===== config.mk =====
export PLATFORM = sky130hd
export DESIGN_NAME = pbc_top
export DESIGN_NICKNAME = d
export VERILOG_FILES = /design/src/pbc_pkg.sv /design/src/pbc_top.sv /design/src/pbc_sync.sv /design/src/pbc_clock_switch.sv
export SDC_FILE = /design/constraint.sdc
export NUM_CORES = 1
export LEC_CHECK = 0
export BUFFER_PORTS_ARGS = -buffer_cell sky130_fd_sc_hd__buf_2
export CAP_MARGIN = 20
export CORE_AREA = 2 2 112 114
export DETAILED_ROUTE_END_ITERATION = 10
export DIE_AREA = 0 0 114 116
export GPL_TIMING_DRIVEN = 0
export PLACE_DENSITY_LB_ADDON = 0.1
export SLEW_MARGIN = 20
export SYNTH_ARGS = -nofsm -noshare
export SYNTH_HDL_FRONTEND = slang
export SYNTH_HIERARCHICAL = 1
export SYNTH_SLANG_ARGS = --single-unit

===== constraint.sdc =====
create_clock -name clk -period 5.22 [get_ports clk]
set_clock_uncertainty 0.1 [all_clocks]
set_input_delay 0.261 -clock clk [delete_from_list [all_inputs] [get_ports clk]]
set_output_delay 0.261 -clock clk [all_outputs]
set_load 0.1 [all_outputs]

===== src/pbc_pkg.sv =====
// Package with register map, field layout, reset values and carrier types of the base clock block.
`default_nettype none
package pbc_pkg;

  ////////////////////////////////////////////////////////////////////////////////
  localparam logic [7:0] PBC_ADDR_CTRL = 8'h00;
  localparam logic [7:0] PBC_ADDR_BW = 8'h04;
  localparam logic [7:0] PBC_ADDR_MUL_LO = 8'h08;
  localparam logic [7:0] PBC_ADDR_MUL_HI = 8'h0C;
  localparam logic [7:0] PBC_ADDR_RANGE = 8'h10;
  localparam logic [7:0] PBC_ADDR_RDIV = 8'h14;
  localparam logic [7:0] PBC_ADDR_IRQ_STAT = 8'h18;
  localparam logic [7:0] PBC_ADDR_IRQ_MASK = 8'h1C;

  ////////////////////////////////////////////////////////////////////////////////
  localparam int PBC_CTRL_IE = 7;
  localparam int PBC_CTRL_FLAG = 6;
  localparam int PBC_CTRL_ON = 5;
  localparam int PBC_CTRL_BCS = 4;
  localparam int PBC_CTRL_PRE_LO = 2;
  localparam int PBC_CTRL_VPR_LO = 0;
  localparam int PBC_BW_AUTO = 7;
  localparam int PBC_BW_LOCK = 6;
  localparam int PBC_BW_ACQ = 5;
  localparam int PBC_MUL_HI_LO = 8;

  localparam int PBC_EV_LOCK = 0;
  localparam int PBC_EV_SWITCH = 1;
  localparam int PBC_EV_W = 2;

  localparam int PBC_SY_OSC = 0;
  localparam int PBC_SY_VCO = 1;
  localparam int PBC_SY_LOCK = 2;
  localparam int PBC_SY_ACQ = 3;
  localparam int PBC_SY_W = 4;

  ////////////////////////////////////////////////////////////////////////////////
  localparam logic [11:0] PBC_MUL_RESET = 12'h040;
  localparam logic [7:0] PBC_RANGE_RESET = 8'h40;
  localparam logic [3:0] PBC_RDIV_RESET = 4'h1;
  localparam logic [11:0] PBC_ONE12 = 12'h001;
  localparam logic [1:0] PBC_SWITCH_EDGES = 2'h3;

  typedef struct packed {
    logic irq_en;
    logic flag;
    logic pll_on;
    logic base_clock_select;
    logic [1:0] pre;
    logic [1:0] vco_range_exponent;
  } pbc_ctrl_t;

  localparam pbc_ctrl_t PBC_CTRL_RESET = '{irq_en: 1'b0, flag: 1'b0, pll_on: 1'b1,
                                           base_clock_select: 1'b0, pre: 2'h0, vco_range_exponent: 2'h0};

  typedef struct packed {
    logic enable;
    logic acq;
    logic [1:0] pre;
    logic [1:0] vco_range_exponent;
    logic [11:0] mul;
    logic [7:0] lin;
    logic [3:0] rdiv;
  } pbc_pll_cfg_t;

  typedef enum logic [2:0] {
    PBC_SW_RUN = 3'b001,
    PBC_SW_OLD = 3'b010,
    PBC_SW_NEW = 3'b100
  } pbc_sw_state_t;

endpackage : pbc_pkg
`default_nettype wire


===== src/pbc_top.sv =====
// Base clock selector with PLL control registers behind an APB slave.
//
// Overview of operation
// - Selected clock passes switch, then divide by two.
// - Source change waits three edges each, output frozen.
// - Refuse VCO select while PLL is off.
// - Refuse PLL off while VCO selected.
// - Interlocks judged against held values, separate writes.
// - Zero linear range disables PLL, forces oscillator.
// - PLL settings writable only while PLL off.
// - Lock interrupt enable gates lock-change requests.
// - Enable ignored and reads zero in manual mode.
// - Reset clears lock interrupt enable.
// - Interrupt output ORs lock-change request with masked event status.
// - Reference clock buffers the oscillator clock.
// - Flag sets on toggle in auto mode, read clears, manual reads zero.
// - Reset turns PLL on, selects oscillator.
`default_nettype none
module pbc_top
(
  input wire logic clk, // System clock, 200 MHz.
  input wire logic rst_n, // Asynchronous reset, active low.
  input wire logic psel, // APB select.
  input wire logic penable, // APB access phase.
  input wire logic pwrite, // APB write.
  input wire logic [7:0] paddr, // APB byte address.
  input wire logic [31:0] pwdata, // APB write data.
  output logic [31:0] prdata, // APB read data.
  output logic pready, // APB ready.
  output logic pslverr, // APB error on unmapped address.
  input wire logic osc_clock, // Oscillator clock pin.
  input wire logic divided_vco_clock, // Divided VCO clock pin.
  input wire logic lock_pin, // Lock detector level from the analog loop.
  input wire logic acq_pin, // Tracking indicator from the analog loop.
  output logic base_clock_out, // Base clock to system integration.
  output logic pll_reference_clock, // Reference clock to the PLL.
  output logic clockgen_irq, // Interrupt, active high level.
  output pbc_pkg::pbc_pll_cfg_t pll_cfg // Effective PLL settings.
);
  import pbc_pkg::*;

  function automatic logic [11:0] fix_zero(input logic [11:0] v);
    fix_zero = (v == 12'h000) ? PBC_ONE12 : v;
  endfunction : fix_zero

  ////////////////////////////////////////////////////////////////////////////////
  logic [PBC_SY_W-1:0] sy;
  logic lock_q;
  logic lock_toggle;
  pbc_ctrl_t ctrl;
  logic bw_auto;
  logic acq_manual;
  logic [11:0] mul;
  logic [7:0] lin;
  logic [3:0] rdiv;
  logic [PBC_EV_W-1:0] irq_stat;
  logic [PBC_EV_W-1:0] irq_mask;
  logic switch_done;
  logic access;
  logic wr_en;
  logic rd_en;
  logic addr_ok;
  logic [7:0] wd;
  logic [31:0] next_prdata;
  logic ctrl_read;
  logic lin_zero;

  pbc_sync u_sync
  (
    .clk(clk),
    .rst_n(rst_n),
    .d({acq_pin, lock_pin, divided_vco_clock, osc_clock}),
    .q(sy)
  );

  ////////////////////////////////////////////////////////////////////////////////
  // APB slave: one wait state, so read data and ready come from flops.
  assign access = psel & penable;
  assign wr_en = access & pready & pwrite;
  assign rd_en = access & pready & ~pwrite;
  assign wd = pwdata[7:0];
  assign ctrl_read = rd_en && paddr == PBC_ADDR_CTRL;
  assign lin_zero = (lin == 8'h00);

  always_comb
  begin
    addr_ok = 1'b1;
    next_prdata = 32'h0000_0000;
    case (paddr)
      PBC_ADDR_CTRL:
      begin
        next_prdata[PBC_CTRL_IE] = ctrl.irq_en & bw_auto;
        next_prdata[PBC_CTRL_FLAG] = ctrl.flag & bw_auto;
        next_prdata[PBC_CTRL_ON] = ctrl.pll_on;
        next_prdata[PBC_CTRL_BCS] = ctrl.base_clock_select;
        next_prdata[PBC_CTRL_PRE_LO +: 2] = ctrl.pre;
        next_prdata[PBC_CTRL_VPR_LO +: 2] = ctrl.vco_range_exponent;
      end
      PBC_ADDR_BW:
      begin
        next_prdata[PBC_BW_AUTO] = bw_auto;
        next_prdata[PBC_BW_LOCK] = bw_auto & sy[PBC_SY_LOCK];
        next_prdata[PBC_BW_ACQ] = bw_auto ? sy[PBC_SY_ACQ] : acq_manual;
      end
      PBC_ADDR_MUL_LO: next_prdata[7:0] = mul[7:0];
      PBC_ADDR_MUL_HI: next_prdata[3:0] = mul[11:PBC_MUL_HI_LO];
      PBC_ADDR_RANGE: next_prdata[7:0] = lin;
      PBC_ADDR_RDIV: next_prdata[3:0] = rdiv;
      PBC_ADDR_IRQ_STAT: next_prdata[PBC_EV_W-1:0] = irq_stat;
      PBC_ADDR_IRQ_MASK: next_prdata[PBC_EV_W-1:0] = irq_mask;
      default: addr_ok = 1'b0;
    endcase
  end

  always_ff @(posedge clk or negedge rst_n)
  begin
    if (!rst_n)
    begin
      pready <= 1'b0;
      pslverr <= 1'b0;
      prdata <= 32'h0000_0000;
    end
    else
    begin
      pready <= access & ~pready;
      pslverr <= access & ~pready & ~addr_ok;
      prdata <= (access & ~pready & ~pwrite) ? next_prdata : 32'h0000_0000;
    end
  end

  ////////////////////////////////////////////////////////////////////////////////
  // Control register with power and source interlocks on the held values.
  always_ff @(posedge clk or negedge rst_n)
  begin
    if (!rst_n)
    begin
      ctrl.irq_en <= PBC_CTRL_RESET.irq_en;
      ctrl.pll_on <= PBC_CTRL_RESET.pll_on;
      ctrl.base_clock_select <= PBC_CTRL_RESET.base_clock_select;
      ctrl.pre <= PBC_CTRL_RESET.pre;
      ctrl.vco_range_exponent <= PBC_CTRL_RESET.vco_range_exponent;
    end
    else
    begin
      if (wr_en && paddr == PBC_ADDR_CTRL)
      begin
        if (bw_auto)
        begin
          ctrl.irq_en <= wd[PBC_CTRL_IE];
        end
        if (wd[PBC_CTRL_ON] || !ctrl.base_clock_select)
        begin
          ctrl.pll_on <= wd[PBC_CTRL_ON];
        end
        if (!wd[PBC_CTRL_BCS] || (ctrl.pll_on && !lin_zero))
        begin
          ctrl.base_clock_select <= wd[PBC_CTRL_BCS];
        end
        if (!ctrl.pll_on)
        begin
          ctrl.pre <= wd[PBC_CTRL_PRE_LO +: 2];
          ctrl.vco_range_exponent <= wd[PBC_CTRL_VPR_LO +: 2];
        end
      end
      if (lin_zero)
      begin
        ctrl.base_clock_select <= 1'b0;
      end
    end
  end

  // Lock-change flag: a toggle in the same cycle as a clearing read wins.
  always_ff @(posedge clk or negedge rst_n)
  begin
    if (!rst_n)
    begin
      lock_q <= 1'b0;
      ctrl.flag <= PBC_CTRL_RESET.flag;
    end
    else
    begin
      lock_q <= sy[PBC_SY_LOCK];
      if (lock_toggle && bw_auto)
      begin
        ctrl.flag <= 1'b1;
      end
      else if (ctrl_read)
      begin
        ctrl.flag <= 1'b0;
      end
    end
  end

  assign lock_toggle = sy[PBC_SY_LOCK] ^ lock_q;

  ////////////////////////////////////////////////////////////////////////////////
  always_ff @(posedge clk or negedge rst_n)
  begin
    if (!rst_n)
    begin
      bw_auto <= 1'b0;
      acq_manual <= 1'b0;
    end
    else if (wr_en && paddr == PBC_ADDR_BW)
    begin
      bw_auto <= wd[PBC_BW_AUTO];
      if (!bw_auto)
      begin
        acq_manual <= wd[PBC_BW_ACQ];
      end
    end
  end

  // Loop settings only change while the PLL is off.
  always_ff @(posedge clk or negedge rst_n)
  begin
    if (!rst_n)
    begin
      mul <= PBC_MUL_RESET;
      lin <= PBC_RANGE_RESET;
      rdiv <= PBC_RDIV_RESET;
    end
    else if (wr_en && !ctrl.pll_on)
    begin
      case (paddr)
        PBC_ADDR_MUL_LO: mul[7:0] <= wd;
        PBC_ADDR_MUL_HI: mul[11:PBC_MUL_HI_LO] <= wd[3:0];
        PBC_ADDR_RANGE: lin <= wd;
        PBC_ADDR_RDIV: rdiv <= wd[3:0];
        default:
        begin
        end
      endcase
    end
  end

  always_ff @(posedge clk or negedge rst_n)
  begin
    if (!rst_n)
    begin
      pll_cfg <= '0;
    end
    else
    begin
      pll_cfg.enable <= ctrl.pll_on & ~lin_zero;
      pll_cfg.acq <= bw_auto ? sy[PBC_SY_ACQ] : acq_manual;
      pll_cfg.pre <= ctrl.pre;
      pll_cfg.vco_range_exponent <= ctrl.vco_range_exponent;
      pll_cfg.mul <= fix_zero(mul);
      pll_cfg.lin <= lin;
      pll_cfg.rdiv <= 4'(fix_zero({8'h00, rdiv}));
    end
  end

  ////////////////////////////////////////////////////////////////////////////////
  // Sticky event status, write one to clear, with set winning.
  always_ff @(posedge clk or negedge rst_n)
  begin
    if (!rst_n)
    begin
      irq_stat <= '0;
      irq_mask <= '0;
    end
    else
    begin
      for (int i = 0; i < PBC_EV_W; i++)
      begin
        if ((i == PBC_EV_LOCK && lock_toggle && bw_auto) || (i == PBC_EV_SWITCH && switch_done))
        begin
          irq_stat[i] <= 1'b1;
        end
        else if (wr_en && paddr == PBC_ADDR_IRQ_STAT && wd[i])
        begin
          irq_stat[i] <= 1'b0;
        end
      end
      if (wr_en && paddr == PBC_ADDR_IRQ_MASK)
      begin
        irq_mask <= wd[PBC_EV_W-1:0];
      end
    end
  end

  always_ff @(posedge clk or negedge rst_n)
  begin
    if (!rst_n)
    begin
      clockgen_irq <= 1'b0;
    end
    else
    begin
      clockgen_irq <= (ctrl.flag & ctrl.irq_en & bw_auto)
                      | (|(irq_stat & irq_mask));
    end
  end

  ////////////////////////////////////////////////////////////////////////////////
  pbc_clock_switch u_switch
  (
    .clk(clk),
    .rst_n(rst_n),
    .osc_level(sy[PBC_SY_OSC]),
    .vco_level(sy[PBC_SY_VCO]),
    .select_vco(ctrl.base_clock_select),
    .base_clock_out(base_clock_out),
    .pll_reference_clock(pll_reference_clock),
    .switch_done(switch_done)
  );

endmodule : pbc_top
`default_nettype wire


===== src/pbc_sync.sv =====
// Two-flop synchroniser for pins and foreign clocks.
`default_nettype none
module pbc_sync
(
  input wire logic clk, // System clock.
  input wire logic rst_n, // Asynchronous reset, active low.
  input wire logic [pbc_pkg::PBC_SY_W-1:0] d, // Asynchronous levels.
  output logic [pbc_pkg::PBC_SY_W-1:0] q // Synchronised levels.
);
  import pbc_pkg::*;

  logic [PBC_SY_W-1:0] meta;

  always_ff @(posedge clk or negedge rst_n)
  begin
    if (!rst_n)
    begin
      meta <= '0;
      q <= '0;
    end
    else
    begin
      meta <= d;
      q <= meta;
    end
  end

endmodule : pbc_sync
`default_nettype wire


===== src/pbc_clock_switch.sv =====
// Glitch-free source switch with divide-by-two stage and reference clock copy.
`default_nettype none
module pbc_clock_switch
(
  input wire logic clk, // System clock.
  input wire logic rst_n, // Asynchronous reset, active low.
  input wire logic osc_level, // Synchronised oscillator clock level.
  input wire logic vco_level, // Synchronised divided VCO clock level.
  input wire logic select_vco, // Requested source, 1 picks the divided VCO clock.
  output logic base_clock_out, // Selected source divided by two.
  output logic pll_reference_clock, // Buffered oscillator clock.
  output logic switch_done // One-cycle pulse when a source change completes.
);
  import pbc_pkg::*;

  logic osc_q;
  logic vco_q;
  logic osc_rise;
  logic vco_rise;
  logic cur_sel;
  logic [1:0] edge_cnt;
  pbc_sw_state_t state;
  logic old_rise;
  logic new_rise;
  logic cur_rise;

  assign osc_rise = osc_level & ~osc_q;
  assign vco_rise = vco_level & ~vco_q;
  assign cur_rise = cur_sel ? vco_rise : osc_rise;
  assign old_rise = cur_rise;
  assign new_rise = cur_sel ? osc_rise : vco_rise;

  always_ff @(posedge clk or negedge rst_n)
  begin
    if (!rst_n)
    begin
      osc_q <= 1'b0;
      vco_q <= 1'b0;
      pll_reference_clock <= 1'b0;
    end
    else
    begin
      osc_q <= osc_level;
      vco_q <= vco_level;
      pll_reference_clock <= osc_level;
    end
  end

  ////////////////////////////////////////////////////////////////////////////////
  // Waits three edges of the old source, then three of the new, output frozen.
  always_ff @(posedge clk or negedge rst_n)
  begin
    if (!rst_n)
    begin
      state <= PBC_SW_RUN;
      edge_cnt <= 2'h0;
      cur_sel <= 1'b0;
      switch_done <= 1'b0;
    end
    else
    begin
      switch_done <= 1'b0;
      case (state)
        PBC_SW_RUN:
        begin
          if (select_vco != cur_sel)
          begin
            state <= PBC_SW_OLD;
            edge_cnt <= 2'h0;
          end
        end
        PBC_SW_OLD:
        begin
          if (old_rise)
          begin
            if (edge_cnt == PBC_SWITCH_EDGES - 2'h1)
            begin
              state <= PBC_SW_NEW;
              edge_cnt <= 2'h0;
            end
            else
            begin
              edge_cnt <= edge_cnt + 2'h1;
            end
          end
        end
        PBC_SW_NEW:
        begin
          if (new_rise)
          begin
            if (edge_cnt == PBC_SWITCH_EDGES - 2'h1)
            begin
              state <= PBC_SW_RUN;
              cur_sel <= ~cur_sel;
              switch_done <= 1'b1;
            end
            else
            begin
              edge_cnt <= edge_cnt + 2'h1;
            end
          end
        end
        default:
        begin
          state <= PBC_SW_RUN;
        end
      endcase
    end
  end

  // Toggling on each source rising edge gives an even duty cycle.
  always_ff @(posedge clk or negedge rst_n)
  begin
    if (!rst_n)
    begin
      base_clock_out <= 1'b0;
    end
    else if (state == PBC_SW_RUN && cur_rise)
    begin
      base_clock_out <= ~base_clock_out;
    end
  end

endmodule : pbc_clock_switch
`default_nettype wire


* After elaboration in Yosys (flattened, before gate mapping) *
Index checks and enable logic that the tools add are counted.

cells by class
  multiplexer cells = 36
  reduce and logical (&&, ||, !) cells = 41
  add/subtract/negate cells = 1
  bitwise logic cells = 28
  eq/ne operators = 18

operator list
  operator                                                                 number
  8-bit by 5-bit equality test with 1-bit output, second input constant    4
  2-bit AND reduction                                                      9
  8-bit by 4-bit equality test with 1-bit output, second input constant    2
  8-bit zero test                                                          2
  1-bit bitwise AND                                                        15
  1-bit 2-to-1 mux                                                         15
  3-bit 2-to-1 mux                                                         5
  2-bit case mux with 7 select lines                                       1
  12-bit zero test                                                         1
  12-bit 2-to-1 mux                                                        1
  3-bit case mux with 4 select lines                                       1
  1-bit logical AND                                                        11
  2-bit 2-to-1 mux                                                         5
  2-bit by 1-bit inequality test with 1-bit output, second input constant  5
  1-bit inverter                                                           10
  2-bit case mux with 5 select lines                                       1
  5-bit AND reduction                                                      2
  2-bit nonzero test                                                       5
  3-bit case mux with 3 select lines                                       1
  8-bit by 3-bit equality test with 1-bit output, second input constant    1
  4-bit 2-to-1 mux                                                         2
  8-bit 2-to-1 mux                                                         1
  8-bit OR reduction                                                       1
  2-bit case mux with 3 select lines                                       1
  other kinds (18)                                                         22

storage, ports and cells
  word-level logic and storage cells = 160
  bits in registers = 98
  output and inout bits = 67

* Longest topological paths before layout *
Gate-level depths: netlist of run 1.

  depth after elaboration = 7
  gate-level depth with buffers = 6

* By module *
The synthesis of run 1 kept the hierarchy.

by module, submodules not included
  module            area each (um^2)  cells each  sequential area each (um^2)  times used
  pbc_top           3475.8            277         2006.9                       1
  pbc_clock_switch  561.8             48          251.5                        1
  pbc_sync          200.2             8           200.2                        1

* Worst setup path after synthesis of run 1 *
Ideal clock, no wire load.

  kind = register -> register
  start = register pready
  end = register mul[0]
  stages on the path, launching flop included = 7
  data arrival time = 2.458 ns
  clock period less this slack = 2.683 ns
  path slack = 2.537 ns
  path through = dfrtp_1 and4_1 buf_2 nand2b_1 or4b_4 buf_6 mux2_4

on the way
  word-level cells in the longest chain between the ends = 4

ends and longest elaborated chain
  what                             line            RTL
  from (decl)                      pbc_top.sv:29   output logic pready,
  from (signal assigned)           pbc_top.sv:125  pready <= access & ~pready;
  1-bit bitwise AND (2 in series)  pbc_top.sv:79   assign wr_en = access & pready & pwrite;
  1-bit logical AND                pbc_top.sv:223  else if (wr_en && !ctrl.pll_on)
  2-bit AND reduction (no line)    --
  to (signal assigned)             pbc_top.sv:226  PBC_ADDR_MUL_LO: mul[7:0] <= wd;
  to (signal, indexed assignment)  pbc_top.sv:227  PBC_ADDR_MUL_HI: mul[11:PBC_MUL_HI_LO] <= wd[3:0];
  to (decl)                        pbc_top.sv:53   logic [11:0] mul;

Every way passes these cells.
A chain may end at the register's enable or synchronous reset.

* Worst setup path in the final report of run 1 *
  start = register pready
  end = register prdata[2]

on the way
  word-level cells in the longest chain between the ends = 4

ends and longest elaborated chain
  what                             line            RTL
  1-bit inverter                   pbc_top.sv:127  prdata <= (access & ~pready & ~pwrite) ? next_prdata : 32'h0000_0000;
  1-bit bitwise AND (2 in series)  pbc_top.sv:127
  8-bit 2-to-1 mux                 pbc_top.sv:127
  to (signal assigned)             pbc_top.sv:127
  to (decl)                        pbc_top.sv:28   output logic [31:0] prdata,

Every way passes these cells.

==> results.toml, run 1 <==
[synthesis]
synth_top_area_share_pct = 54.9
synth_area_um2 = 4240
post_synthesis_sequential_element_count = 98
synth.top_cells.by_area = "sky130_fd_sc_hd__dfrtp_1 (55%), sky130_fd_sc_hd__mux2_2 (7.4%), sky130_fd_sc_hd__buf_4 (4.3%), sky130_fd_sc_hd__dfstp_2 (3.1%), sky130_fd_sc_hd__mux2_4 (2.8%)"
synth-warning-count = 6
synth-main-ff-cell = "sky130_fd_sc_hd__dfrtp_1"
synth.lib_cells_used.distinct = 57
synth_async_sr_flop_share_pct = 100
share_of_the_yosys_chip_area_belonging_to_registers_pct = 58.0
synth_area_leader_cell = "sky130_fd_sc_hd__dfrtp_1"
synth_edf_count = 0
postSynthCellCount = 333
postSynthAreaPerCell_um2 = 12.7

[pwr]
cellPowerDensity_nw_per_um2 = 314
p_sw_w = 0.000454
p_leak_nw = 2.58
p_sw_share_pct = 27.8
comb_power_share_pct = 13.1
vdd.ir_drop.worst_uv = 170
power_frac_clock_pct = 39.3
cellInternalPower_w = 0.00118
pwr-share-seq_pct = 47.6

[final_layout]
post_route_cells_drive_above_1_share_pct = 37.4
stdcell_count = 591
antenna_cells = 0
final-seq-area_um2 = 2460
area_growth_syn_to_layout_pct = 22.9
filler_cell_count = 1163
multiInputGateArea_um2 = 1570
layout.nets = 491
postLayoutCellArea_um2 = 5210

[clocking]
number_of_buffers_created_by_cts = 9
cts.sinks = 98
clock_tree_from_tritoncts = "yes"
path_clk_slew_ns = 0.07
cts_root_buffer = "sky130_fd_sc_hd__clkbuf_16"
clock_path_buffers = 2
postCtsHoldBufs = 5
clock_insertion_delay_worst_skew_ns = 0.35
post-cts-setup-buffer-count = 0
cts.repair.resized = 0
cts.htree.levels = 3

[global_route]
grt_util_all_layers_pct = 15.7
grt_first_pass_wirelength_um = 15200
antenna_found_initial = 0
vias_in_the_first_global_route = 2726
maximum_number_of_pins_on_one_net_before_global_route_repair = 75
grt_remaining_overflow = 0

[floorplanning]
die_w_um = 114
top_level_ports = 116
initial_core_util_pct = 35.6
fp-row-count = 40
chipHeight_um = 116
coreArea_um2 = 11900
design.die.area_um2 = 13200

[timing]
finalSetupViolations = 0
grt_setup_unrepaired = "no"
worstMarginPinSlew_ns = 0.762
final_max_slew_viol_count = 0
slew-limit-headroom_pct = 48.5
max_freq_mhz = 419
timing.final.hold_violations = 0
final.period_utilization_pct = 45.7
period_minus_slack_ns = 2.38
setup_tns_ns = 0

[critical_path]
cp_data_arrival_time_ns = 2.51
critical_path.endpoint_type = "register"
crit_path_category = "reg2reg"
crit_required_ns = 5.34
startpoint_type = "register"
cp_num_buf_inv = 0
crit_family = "simple AND/OR/NAND/NOR gates"
critical_path.max_fanout = 5
max_stage_delay_ns = 0.70
crit_path_top_delay_cell = "sky130_fd_sc_hd__nor4b_1"
crit_chain = "nand3b_1 -> nor4b_1 -> o21ai_0 -> a211oi_1"

[route]
total_routed_wirelength_um = 9590
drt_drc_violations_left = 0
drt-wirelength-per-cell_um = 16.2
first_iter_violations = 116
detail_route_antenna_nets = 0
vias_per_instance = 4.73
drt-pass1-iter-count = 4
vias = 2794

[place]
globalplace.congestion = 0.821
place_area_um2 = 4870
post-place-cells = 570
portbufs = 66
post-dp-hpwl_um = 7100

[status]
run_status = "complete, no violations"

[run]
max_cap_viol_count = 0

[min_path]
worst_hold_path_type = "in2reg"
## power groups by stage
stage	clock network [W]	registers (W)	logic, W
floorplan	0	0.000838	0.000115
global placement	0	0.000792	0.000208
detailed placement	0	0.000793	0.000211
CTS	0.000664	0.000779	0.000215
global route	0.000698	0.000779	0.000225
finish	0.000643	0.000778	0.000213
## cells in the final DEF, fill, tap and decap left out, drive strengths merged, types with 7 or more instances in the layout
cell	n
nor3	7
a21oi	9
clkbuf	30
nand3	9
nor2	10
o21ai	9
conb	24
a22oi	8
dfrtp	93
buf	94
mux2i	8
mux2	38
nand2	15
## worst register-to-register path, cell delays in order (launching register included)
cell                       delay (ns)
sky130_fd_sc_hd__dfrtp_1         0.42
sky130_fd_sc_hd__nand3b_1        0.22
sky130_fd_sc_hd__nor4b_1         0.70
sky130_fd_sc_hd__o21ai_0         0.39
sky130_fd_sc_hd__a211oi_1        0.42
## area by class of cell
class	count	area share, %
plain buffers	47	5.43
clock buffers	10	4.40
clock inverters	6	1.10
inverters	4	0.288
multi-input cells	207	30.1
flip-flops and latches	98	47.2
well taps	147	3.53
repair buffers	72	7.95
## layer usage
layer	global-route usage (%)	share of wire, %	vias up
li1	-	-	1344
met1	21.9	46	1368
met2	23.2	47	72
met3	4.24	5.5	10
met4	6.59	1.7	0
met5	0	0	-
## worst paths after layout
| kind | slack (ns) | cells past startpoint | end | from |
|---|---|---|---|---|
| max in group asynchronous | 4.12 | 3 | rdiv[0] | rst_n |
| hold / removal | 0.05 | 3 | ctrl[5] | pwdata[5] |
| min in group asynchronous | 0.24 | 2 | pll_cfg[17] | rst_n |
| hold reg to reg | 0.25 | 0 | u_sync/q[1] | u_sync/meta[1] |
| setup reg to reg | 2.84 | 4 | prdata[2] | pready |
| setup / recovery | 2.84 | 4 | prdata[2] | pready |
## logic make-up (layout without fill, tap and decap cells)
group                    after synthesis  in the layout  share of synthesized area, %
multiplexers                          47             47                          13.2
AND/OR/NAND/NOR                       83             83                          12.4
AO/OA/AOI/OAI                         46             46                          7.50
XOR/XNOR                               4              4                         0.827
flip-flops                            98             98                          58.0
adder cells (fa/ha/maj)                3              3                         0.886
buffers and inverters                 51            139                          7.03
other                                  1             24                        0.0885
## metrics by stage
step	util [%]	hold slack (ns)	total power, W	setup WS [ns]
6_report	43.7	0.0489	0.00163	2.84
3_5_place_dp	40.9	0.0388	0.00100	2.88
5_1_grt	43.7	0.0532	0.00170	2.66
2_1_floorplan	-	-0.135	0.000953	2.54
3_3_place_gp	40.6	0.232	0.00100	2.81
4_1_cts	43.7	0.0431	0.00166	2.89
## synth_stat cells, types with 5 or more instances
| master | number |
|---|---|
| sky130_fd_sc_hd__dfrtp_1 | 93 |
| sky130_fd_sc_hd__clkbuf_1 | 20 |
| sky130_fd_sc_hd__nor3_1 | 5 |
| sky130_fd_sc_hd__buf_4 | 24 |
| sky130_fd_sc_hd__mux2_4 | 8 |
| sky130_fd_sc_hd__nand3_1 | 9 |
| sky130_fd_sc_hd__a21oi_1 | 9 |
| sky130_fd_sc_hd__mux2_2 | 28 |
| sky130_fd_sc_hd__nor2_1 | 9 |
| sky130_fd_sc_hd__dfstp_2 | 5 |
| sky130_fd_sc_hd__nor2b_1 | 5 |
| sky130_fd_sc_hd__a22oi_1 | 8 |
| sky130_fd_sc_hd__nand2b_1 | 5 |
| sky130_fd_sc_hd__o21ai_0 | 9 |
| sky130_fd_sc_hd__nand2_1 | 14 |
| sky130_fd_sc_hd__mux2i_1 | 8 |
## state kept, by name (all words and copies together), names as in the netlist, 4 cells and up
| register | cells |
|---|---|
| pll_cfg | 30 |
| mul | 12 |
| ctrl | 8 |
| lin | 8 |
| prdata | 8 |
| rdiv | 4 |
| u_sync/meta | 4 |
| u_sync/q | 4 |
Power figures use the tool's default switching activity.
==> run 2, diff against run 1 <==
- ABC_AREA: default -> 1
- CORE_AREA: 2 2 112 114 -> 2 2 114 116
- DIE_AREA: 0 0 114 116 -> 0 0 116 118
- clock period: 5.22 -> 2 ns (I/O delays scaled with it)
==> results.toml, run 2 <==
[route]
total_routed_wirelength_um = 9470
vias = 3262
detail_route_antenna_nets = 0
drt-wirelength-per-cell_um = 12.4
vias_per_instance = 4.27
first_iter_violations = 146
drt-pass1-iter-count = 4
drt_drc_violations_left = 0

[clocking]
postCtsHoldBufs = 12
cts.htree.levels = 3
cts.repair.resized = 0
cts_root_buffer = "sky130_fd_sc_hd__clkbuf_16"
clock_path_buffers = 2
clock_insertion_delay_worst_skew_ns = 0.34
path_clk_slew_ns = 0.06
number_of_buffers_created_by_cts = 9
clock_tree_from_tritoncts = "yes"
cts.sinks = 98
post-cts-setup-buffer-count = 0

[critical_path]
crit_required_ns = 2.13
crit_path_category = "in2reg"
startpoint_type = "input port"
cp_data_arrival_time_ns = 1.77
critical_path.max_fanout = 10
crit_path_end = "mul[5]"
critical_path.endpoint_type = "register"
worst_setup_path_startpoint = "penable"
timing.reg2reg.setup_slack_ns = 0.38
rr_endpoint = "mul[5]"
worstRegToRegCells = 8
timing.rr.start = "pready"

[global_route]
vias_in_the_first_global_route = 3180
antenna_found_initial = 0
grt_util_all_layers_pct = 14.9
grt_remaining_overflow = 0
maximum_number_of_pins_on_one_net_before_global_route_repair = 65
grt_first_pass_wirelength_um = 15500

[place]
globalplace.congestion = 0.827
portbufs = 67
post-dp-hpwl_um = 7080
post-place-cells = 736

[final_layout]
filler_cell_count = 1266
biggestRegsByFlops = "pll_cfg x30, mul x12"
largest_register_ff_count = 30
stdcell_count = 764
most-common-layout-cells = "sky130_fd_sc_hd__nand2_1 (122), sky130_fd_sc_hd__dfrtp_1 (92), sky130_fd_sc_hd__buf_2 (67), sky130_fd_sc_hd__inv_1 (40), sky130_fd_sc_hd__nand3_1 (34)"
most_common_library_cell_in_the_layout_ignoring_fill_and_taps = "sky130_fd_sc_hd__nand2_1"
utilization_pct = 43.9
area_growth_syn_to_layout_pct = 25.0
antenna_cells = 0
multiInputGateArea_um2 = 1550
post_route_cells_drive_above_1_share_pct = 28.5
regMostFlops = "pll_cfg"
layout.nets = 639
final-seq-area_um2 = 2460

[synthesis]
synth_top_area_share_pct = 53.4
postSynthAreaPerCell_um2 = 9.22
synth_area_um2 = 4360
synthTopCellsByCount = "sky130_fd_sc_hd__nand2_1 (122), sky130_fd_sc_hd__dfrtp_1 (93), sky130_fd_sc_hd__inv_1 (40)"
synth_area_leader_cell = "sky130_fd_sc_hd__dfrtp_1"
post_synthesis_sequential_element_count = 98
synth_edf_count = 0
share_of_the_yosys_chip_area_belonging_to_registers_pct = 56.4
post-synth-top-count-cell = "sky130_fd_sc_hd__nand2_1"
synth.lib_cells_used.distinct = 30
synth-main-ff-cell = "sky130_fd_sc_hd__dfrtp_1"
synth.top_cells.by_area = "sky130_fd_sc_hd__dfrtp_1 (53%), sky130_fd_sc_hd__nand2_1 (11%), sky130_fd_sc_hd__buf_4 (4.1%), sky130_fd_sc_hd__nand3_1 (3.9%), sky130_fd_sc_hd__inv_1 (3.4%)"
postSynthCellCount = 473
synth-warning-count = 6
synth_async_sr_flop_share_pct = 100

[pwr]
p_leak_nw = 2.89
vdd.ir_drop.worst_uv = 462
cellPowerDensity_nw_per_um2 = 807
fin_total_pwr_w = 0.00439

[status]
run_status = "complete, no violations"

[floorplanning]
design.die.area_um2 = 13700
die_w_um = 116
fp-row-count = 41
initial_core_util_pct = 35.1
coreArea_um2 = 12400
top_level_ports = 116
chipHeight_um = 118

[timing]
grt_setup_unrepaired = "no"
final_max_slew_viol_count = 0
max_freq_mhz = 613
timing.final.hold_violations = 0
final.period_utilization_pct = 81.6
period_minus_slack_ns = 1.63
finalSetupViolations = 0

[run]
max_cap_viol_count = 0

[min_path]
worst_hold_path_type = "in2reg"
[run 2: changes by cell type after synthesis, sizes merged, moves of 8 or more]
cell,delta
nand2,+118
inv,+43
nor2,+39
mux2,-38
o21ai,+37
nand3,+27
a22oi,-8
mux2i,-8
[run 2: logic make-up (layout without fill, tap and decap cells)]
logic type | count (synthesis) | in the layout | synth area share [%]
AND/OR/NAND/NOR | 226 | 226 | 24.4
flip-flops | 98 | 98 | 56.4
buffers and inverters | 88 | 184 | 10.0
AO/OA/AOI/OAI | 56 | 56 | 8.03
adder cells (fa/ha/maj) | 3 | 3 | 0.861
other | 1 | 24 | 0.0860
XOR/XNOR | 1 | 1 | 0.201
[run 2: cell type report]
type / instances / share of cell area, %
sequential: 98 / 45.1
timing repair buffer: 80 / 8.98
clock buffer: 13 / 4.59
tap: 172 / 3.95
multi-input combinational: 310 / 28.5
clock inverter: 3 / 0.850
buffer: 41 / 4.78
inverter: 47 / 3.24
[run 2: worst max-delay path, cell delays in order]
cell and delay (ns):
sky130_fd_sc_hd__dlygate4sd3_1 0.52, sky130_fd_sc_hd__buf_2 0.10, sky130_fd_sc_hd__nand3_1 0.13, sky130_fd_sc_hd__nor2_2 0.19, sky130_fd_sc_hd__inv_2 0.12, sky130_fd_sc_hd__nor2_8 0.19
sky130_fd_sc_hd__nand2_4 0.11, sky130_fd_sc_hd__buf_6 0.17, sky130_fd_sc_hd__nand2_1 0.07, sky130_fd_sc_hd__o21ai_2 0.05
[run 2: how the worst min path moves through the flow]
stage	start	slack, ns	cells past startpoint	end
floorplan	rst_n	-0.30	0	acq_manual
global route	pwdata[2]	0.03	3	lin[2]
detailed placement	rst_n	-0.09	1	pll_cfg[21]
CTS	pwdata[2]	0.02	3	mul[2]
finish	pwdata[2]	0.02	3	mul[2]
global placement	osc_clock	0.11	1	u_sync/meta[0]
[run 2: per-stage QoR]
step                      hold WS [ns]  instance area [um2]  TNS [ns]  setup WS (ns)
after floorplan                 -0.296                 4450         0          0.181
after global placement           0.109                 5000    -25.23         -0.451
after detailed placement       -0.0858                 5030         0          0.382
after CTS                       0.0192                 5450         0          0.359
after global routing            0.0271                 5450         0          0.240
final                           0.0242                 5450         0          0.368
[run 2: per-layer routing]
layer / up-vias / track usage (%) / wire length [um]
met5: - / 0 / 0
met4: 0 / 6.32 / 197
met3: 15 / 3.24 / 387
met2: 78 / 22.5 / 4300
met1: 1502 / 20.7 / 4580
li1: 1667 / - / -
[run 2: report_power, final]
group          switching (W)  internal, W
combinational       0.000494     0.000130
clock               0.000719      0.00101
sequential         0.0000199      0.00202
